[src/rtl/csv_regs.svh]
`ifndef CSV_REGS_SVH
`define CSV_REGS_SVH

// Object indexes
`define IDX_EXT_SETUP3   16'h3724
`define IDX_STATUS_WORD  16'h6041

// Field positions
`define SW_FOLLOW_BIT    12
`define EXT_TQLIM_BIT    11
`define CW_HALT_BIT      8

// Status bits passed through from the state machine (11, 9..0)
`define SW_PASS_MASK     16'h0bff

// Reset values and ceilings
`define EXT_SETUP3_RST   16'h0000
`define VEL_CEIL         32'h7fffffff
`define SPEED_RST        32'h0000_0000

`endif

[src/rtl/csv_pkg.sv]
`default_nettype none

package csv_pkg;
  typedef logic signed [31:0] vel_t;
  typedef logic [15:0]        word_t;
  typedef enum logic [1:0] {
    ST_IDLE = 2'b01,
    ST_RUN  = 2'b10
  } run_state_t;
endpackage : csv_pkg

`default_nettype wire

[src/rtl/csv_vel_if.sv]
`default_nettype none

interface csv_vel_if;
  import csv_pkg::*;
  logic        cycle;
  vel_t        target;
  vel_t        offset;
  logic [31:0] limit;
  vel_t        cmd_q;

  modport sat  (input cycle, input target, input offset, input limit, output cmd_q);
  modport ctrl (output cycle, output target, output offset, output limit, input cmd_q);
endinterface : csv_vel_if

`default_nettype wire

[src/rtl/csv_vel_sat.sv]
`include "csv_regs.svh"
`default_nettype none

module csv_vel_sat
  import csv_pkg::*;
(
  input  wire logic clk,
  input  wire logic nrst,
  csv_vel_if.sat    vif
);

  // Wide sum so the signed overflow is seen, not wrapped
  logic signed [32:0] sum_w;
  logic signed [32:0] lim_w;
  logic signed [32:0] sat_w;
  logic [31:0]        lim_u_w;

  assign sum_w   = {vif.target[31], vif.target} + {vif.offset[31], vif.offset};
  assign lim_u_w = (vif.limit > `VEL_CEIL) ? `VEL_CEIL : vif.limit;
  assign lim_w   = {1'b0, lim_u_w};
  assign sat_w   = (sum_w > lim_w)  ? lim_w :
                   (sum_w < -lim_w) ? -lim_w : sum_w;

  always_ff @(posedge clk)
  begin
    if (!nrst)
      vif.cmd_q <= '0;
    else if (vif.cycle)
      vif.cmd_q <= vel_t'(sat_w[31:0]);
  end
endmodule : csv_vel_sat

`default_nettype wire

[src/rtl/csv_status_vel.sv]
// Summary of operation
// - Status bit 12 shows command following
// - Flag high only in operation enabled
// - Flag low during any deceleration
// - Flag low while halted
// - Flag low on overtravel in commanded direction
// - Torque limit clears flag when bit11 zero
// - Bit11 set excludes torque/cst speed limits
// - Command is target plus offset
// - Clamp to lesser of max speed, ceiling
// - Max speed latched at operation start
// - Mode-specific control word bits ignored
`include "csv_regs.svh"
`default_nettype none

module csv_status_vel
  import csv_pkg::*;
(
  input  wire logic        clk,
  input  wire logic        nrst,
  input  wire logic        cycle_strobe,
  input  wire logic        op_enabled,
  input  wire logic        decel_active,
  input  wire logic        halt_status,
  input  wire word_t       controlword,
  input  wire logic        positive_overtravel,
  input  wire logic        negative_overtravel,
  input  wire logic        torque_limit_active,
  input  wire logic        speed_limit_active,
  input  wire logic        cst_mode,
  input  wire word_t       pds_status_bits,
  input  wire vel_t        target_velocity,
  input  wire vel_t        velocity_offset,
  input  wire logic [31:0] max_motor_speed,
  input  wire logic        obj_wr,
  input  wire logic        obj_rd,
  input  wire word_t       obj_index,
  input  wire word_t       obj_wdata,
  output var  word_t       obj_rdata_q,
  output var  logic        obj_ack_q,
  output var  word_t       status_word_q,
  output var  logic        follows_q,
  output var  vel_t        velocity_cmd_q
);

  ////////////////////////////////////////////////////////////////////////////
  // Overtravel pins are asynchronous
  logic [1:0]  pot_sync_q;
  logic [1:0]  not_sync_q;
  word_t       ext_setup_q;
  logic [31:0] max_lat_q;
  run_state_t  state_q;
  run_state_t  state_d;
  vel_t        vel_q;

  always_ff @(posedge clk)
  begin
    if (!nrst)
    begin
      pot_sync_q <= '0;
      not_sync_q <= '0;
    end
    else
    begin
      pot_sync_q <= {pot_sync_q[0], positive_overtravel};
      not_sync_q <= {not_sync_q[0], negative_overtravel};
    end
  end

  ////////////////////////////////////////////////////////////////////////////
  // Object access
  logic wr_ext_w;
  logic sel_ext_w;
  logic sel_sw_w;
  word_t rdata_w;

  assign sel_ext_w = (obj_index == `IDX_EXT_SETUP3);
  assign sel_sw_w  = (obj_index == `IDX_STATUS_WORD);
  // Status word is read-only; writes to it are dropped
  assign wr_ext_w  = obj_wr && sel_ext_w;
  assign rdata_w   = sel_ext_w ? ext_setup_q : sel_sw_w ? status_word_q : '0;

  always_ff @(posedge clk)
  begin
    if (!nrst)
    begin
      ext_setup_q <= `EXT_SETUP3_RST;
      obj_rdata_q <= '0;
      obj_ack_q   <= 1'b0;
    end
    else
    begin
      if (wr_ext_w)
        ext_setup_q <= obj_wdata;
      if (obj_rd)
        obj_rdata_q <= rdata_w;
      obj_ack_q <= obj_rd || obj_wr;
    end
  end

  ////////////////////////////////////////////////////////////////////////////
  // Speed limit latch
  always_comb
  begin
    state_d = state_q;
    unique case (state_q)
      ST_IDLE: if (op_enabled) state_d = ST_RUN;
      ST_RUN:  if (!op_enabled) state_d = ST_IDLE;
      default: state_d = ST_IDLE;
    endcase
  end

  always_ff @(posedge clk)
  begin
    if (!nrst)
    begin
      state_q   <= ST_IDLE;
      max_lat_q <= `SPEED_RST;
    end
    else
    begin
      state_q <= state_d;
      if (state_q == ST_IDLE)
        max_lat_q <= max_motor_speed;
    end
  end

  ////////////////////////////////////////////////////////////////////////////
  // Velocity command path
  csv_vel_if vif ();

  assign vif.cycle  = cycle_strobe;
  assign vif.target = target_velocity;
  assign vif.offset = velocity_offset;
  assign vif.limit  = max_lat_q;
  assign vel_q      = vif.cmd_q;

  csv_vel_sat u_sat (
    .clk  (clk),
    .nrst (nrst),
    .vif  (vif.sat)
  );

  assign velocity_cmd_q = vel_q;

  ////////////////////////////////////////////////////////////////////////////
  // Follows-command flag
  logic  dir_pos_w;
  logic  dir_neg_w;
  logic  cw_halt_w;
  logic  ot_block_w;
  logic  lim_block_w;
  logic  hold_ok_w;
  logic  cond_w;
  logic  follows_d;
  word_t sw_d;

  assign dir_neg_w = vel_q[31];
  assign dir_pos_w = !vel_q[31] && (vel_q != '0);
  // Only the halt bit is read
  assign cw_halt_w = controlword[`CW_HALT_BIT];
  assign ot_block_w = (pot_sync_q[1] && dir_pos_w) || (not_sync_q[1] && dir_neg_w);
  // Limits count only when bit11 clear
  assign lim_block_w = !ext_setup_q[`EXT_TQLIM_BIT] &&
                       (torque_limit_active || (cst_mode && speed_limit_active));
  assign hold_ok_w = op_enabled && !decel_active && !halt_status;
  assign cond_w = hold_ok_w && !cw_halt_w && !ot_block_w && !lim_block_w;
  // Set only at the cycle strobe; enable, decel and halt clears need not wait
  assign follows_d = cycle_strobe ? cond_w : (follows_q && hold_ok_w);
  assign sw_d = (pds_status_bits & `SW_PASS_MASK) | (word_t'(follows_d) << `SW_FOLLOW_BIT);

  always_ff @(posedge clk)
  begin
    if (!nrst)
    begin
      follows_q     <= 1'b0;
      status_word_q <= '0;
    end
    else
    begin
      follows_q     <= follows_d;
      status_word_q <= sw_d;
    end
  end
endmodule : csv_status_vel

`default_nettype wire

[config.mk]
export PLATFORM = sky130hd
export DESIGN_NAME = csv_status_vel
export DESIGN_NICKNAME = d
export VERILOG_FILES = /design/src/rtl/csv_pkg.sv /design/src/rtl/csv_vel_if.sv /design/src/rtl/csv_vel_sat.sv /design/src/rtl/csv_status_vel.sv
export VERILOG_INCLUDE_DIRS = /design/src /design/src/rtl
export SDC_FILE = /design/constraint.sdc
export NUM_CORES = 1
export LEC_CHECK = 0
export ABC_CLOCK_PERIOD_IN_PS = 7000
export BUFFER_PORTS_ARGS = -buffer_cell sky130_fd_sc_hd__buf_2
export CAP_MARGIN = 20
export CELL_PAD_IN_SITES_DETAIL_PLACEMENT = 0
export CELL_PAD_IN_SITES_GLOBAL_PLACEMENT = 1
export CORE_ASPECT_RATIO = 0.5
export CORE_UTILIZATION = 27
export CTS_CLUSTER_SIZE = 16
export DETAILED_ROUTE_END_ITERATION = 6
export PLACE_DENSITY = 0.62
export SLEW_MARGIN = 40
export SYNTH_ARGS = -nofsm -noshare
export SYNTH_HDL_FRONTEND = slang
export SYNTH_SLANG_ARGS = --single-unit
[constraint.sdc]
create_clock -name clk -period 7 [get_ports clk]
set_input_delay 0 -clock clk [delete_from_list [all_inputs] [get_ports clk]]
set_output_delay 0 -clock clk [all_outputs]
set_load 0.1 [all_outputs]
==> flow_metrics.tcl <==
set metrics [dict create \
    cp_max_fo 24 \
    pre_cts_ws_ns 1.18 \
    crit_start "max_lat_q[31]" \
    fin_crit_ns 5.90 \
    p_leak_nw 5.03 \
    synth-main-ff-cell "dfxtp_1" \
    crit_family "simple AND/OR/NAND/NOR gates" \
    hp-start "obj_index[6]" \
    r2r_end "u_sat.vif.cmd_q[28]" \
    syn_area_per_cell_sq_um 7.65 \
    synth_cell_types 77 \
    finClkSkew_ns 0.0111 \
    n_antenna_cell 0 \
    arrival_ns 6.19 \
    max-vdd-ir-drop_mv 0.173 \
    rows 46 \
    whs_path_depth 5 \
    end_kind "flop" \
    core-area_sq_mm 0.0321 \
    synth_area_leader_cell "dfxtp_1" \
    outcome "completed" \
    post-dp-hpwl_um 27000 \
    cts_made_buffers 17 \
    synthArstFlopShare_pct 0 \
    crit_path_start_kind "flop" \
    power.density_mw_per_mm2 276 \
    cts_tree "built" \
    drv_slew 0 \
    grt_overflow 0 \
    netlist_top_cells_area "dfxtp_1, ha_1, nand2_1" \
    synthToLayoutAreaGrowth_pct 30.7 \
    hold_path.class "in -> reg" \
    first_iter_violations 696 \
    first_global_vias 9152 \
    grt_pass1_wl_um 52400 \
    die_x_um 259 \
    worstSetupPathType "reg -> reg" \
    routed_wl_um 34400 \
    r2r_cells 17 \
    holdPathEnd "obj_rdata_q[15]" \
    grtUsageMet3_pct 3.11 \
    max_slew_margin_pct 41.7 \
    crit_chain "nor2_1 > nand3_1 > nor4_2 > nand4_1 > or3_1 > xor2_1 > ha_1 > nand3_1 > o211ai_1 > o41ai_1 > nor2_1 > a221oi_1 > nand2_1 > buf_4 > or3_1 > o211ai_1 > a211oi_1" \
    ys_ff_latch 115 \
    r2r_setup_slack_ns 1.10 \
    period_share_pct 84.3 \
    top_usage_layer "met2" \
    synth.yosys.warnings 0 \
    fin_nets 1685 \
    crit_path_top_delay_cell "nor4_2" \
    cts-htree-levels 4 \
    setup_viol 0 \
    fin_ws_ns 1.10 \
    path_buf_inv 1 \
    clk_path_buf_depth 2 \
    die_h_um 130 \
    finalHoldViolCount 0 \
    clkTransAtPathRegs_ns 0.06 \
    portBuffers 214 \
    grt_util_all_layers_pct 20.0 \
    cts_sinks 115 \
    clock-root-buffer "clkbuf_16" \
    first_pass_iters 5 \
    grtUsageMet1_pct 28.5 \
    ios 239 \
    ys_seq_area_share_pct 25.9 \
    cts_setup_buffers 0 \
    grt_max_degree 71 \
    max-cap-violations 0 \
    rsz0062_at_grt "false" \
    post_drt_wl_per_cell_um 18.5 \
    postRouteAntennaNets 0 \
    crit_required_ns 7.29 \
    initial_core_util_pct 27.7 \
    place_congestion 0.894 \
    tightest_slew_ns 0.868 \
    antenna_found_initial 0 \
    drcViolationCount 0 \
    netlist_instances 1162 \
    synth_top_area_share_pct 25.9 \
    vias 9668 \
    gr-usage-met2_pct 32.0 \
    drive_above_1_share_pct 20.0 \
    synth_edf_count 0 \
    clkLatencyLatePin_ns 0.42 \
    synth_most_common_cell "nand2_1" \
    tns_ns 0 \
    syn_area_sq_mm 0.00889 \
    fmax_mhz 170 \
    r2r-start "max_lat_q[31]" \
    die_area_sq_mm 0.0337 \
    drt-vias-per-instance 5.20 \
    yosys-top-cells-count "nand2_1, a21oi_1, dfxtp_1" \
    critPathMaxStageDelay_ns 0.69 \
]
==> cell type report <==
| type | instances | area (sq um) |
|---|---|---|
| Sequential cell | 115 | 2300 |
| Clock inverter | 14 | 148 |
| Timing Repair Buffer | 293 | 1830 |
| Fill cell | 3373 | 20400 |
| Clock buffer | 18 | 439 |
| Multi-Input combinational cell | 968 | 6290 |
| Tap cell | 432 | 541 |
| Inverter | 19 | 71.3 |
==> per-stage QoR <==
| step | total power, W | std cells | area [sq um] | hold slack (ns) | utilization, % |
|---|---|---|---|---|---|
| 2_1_floorplan | 0.00189 | 1165 | 8900 | 0.0778 | - |
| 3_3_place_gp | 0.00229 | 1762 | 10400 | 0.170 | 32.3 |
| 3_5_place_dp | 0.00230 | 1762 | 10400 | 0.173 | 32.4 |
| 4_1_cts | 0.00321 | 1859 | 11600 | 0.109 | 36.2 |
| 5_1_grt | 0.00339 | 1859 | 11600 | 0.129 | 36.2 |
| 6_report | 0.00321 | 1859 | 11600 | 0.127 | 36.2 |
==> worst max path at each step <==
stage | slack (ns) | end | cells past startpoint
6_report | 1.10 | u_sat.vif.cmd_q[28] | 17
2_1_floorplan | 1.43 | u_sat.vif.cmd_q[13] | 22
3_5_place_dp | 1.18 | u_sat.vif.cmd_q[24] | 18
3_3_place_gp | 1.24 | u_sat.vif.cmd_q[28] | 18
4_1_cts | 1.17 | u_sat.vif.cmd_q[24] | 18
5_1_grt | 0.76 | u_sat.vif.cmd_q[28] | 17
==> what timing repair did <==
item	4_1_cts	5_1_grt
hold buffers	65	0
resized for setup	0	0
hold endpoints to repair	65	0
setup endpoints to repair	0	0
==> worst reg2reg max path: cells and delay by family (launching register included) <==
family / cells / cell delay, ns
AO/OA/AOI/OAI: 5 / 1.12
XOR/XNOR: 1 / 0.26
adder cells (fa/ha/maj): 1 / 0.32
buffers and inverters: 1 / 0.35
flip-flops: 1 / 0.51
AND/OR/NAND/NOR: 9 / 3.21
==> metal layers <==
| metal | up-vias | part of all wire [%] |
|---|---|---|
| li1 | 4770 | - |
| met1 | 4626 | 50 |
| met2 | 252 | 44 |
| met3 | 20 | 5.1 |
| met4 | 0 | 0.92 |
| met5 | - | 0 |
==> layout by cell type (no fill, tap or decap), drive strengths merged, types with 18 or more instances in the layout <==
| master | netlist | final |
|---|---|---|
| clkbuf | 50 | 18 |
| nand4 | 18 | 18 |
| xor2 | 27 | 27 |
| nand3 | 33 | 33 |
| nor3 | 27 | 27 |
| a21oi | 118 | 118 |
| nand2 | 164 | 164 |
| o21ai | 56 | 56 |
| nor4 | 26 | 26 |
| a211oi | 24 | 24 |
| xnor2 | 30 | 30 |
| and2 | 25 | 25 |
| nor2 | 104 | 104 |
| buf | 13 | 228 |
| ha | 97 | 97 |
| dlygate4sd3 | 0 | 65 |
| dfxtp | 115 | 115 |
| inv | 19 | 24 |
| a21o | 24 | 24 |
==> flip-flops by register name, summed over array words and instances (netlist names) <==
signal,count
obj_rdata_q,16
max_lat_q,32
status_word_q,12
u_sat.vif.cmd_q,32
ext_setup_q,16
obj_ack_q,1
state_q,2
pot_sync_q,2
not_sync_q,2
==> report_power, final <==
group / internal (W) / total (W) / switching (W) / leakage [nW]
logic: 0.000473 / 0.00153 / 0.00106 / 3.80
registers: 0.000721 / 0.000800 / 0.0000789 / 0.948
clock network: 0.000510 / 0.000873 / 0.000364 / 0.284
total: 0.00170 / 0.00321 / 0.00150 / 5.03
==> logic make-up after synthesis <==
kind of cell             share of synthesized area [%]
adder cells (fa/ha/maj)                           13.9
flip-flops                                        25.9
multiplexers                                     0.225
XOR/XNOR                                          5.62
buffers and inverters                             3.88
other                                           0.0845
AND/OR/NAND/NOR                                   25.1
AO/OA/AOI/OAI                                     25.3
No activity file was read; power rests on OpenSTA's default activity.
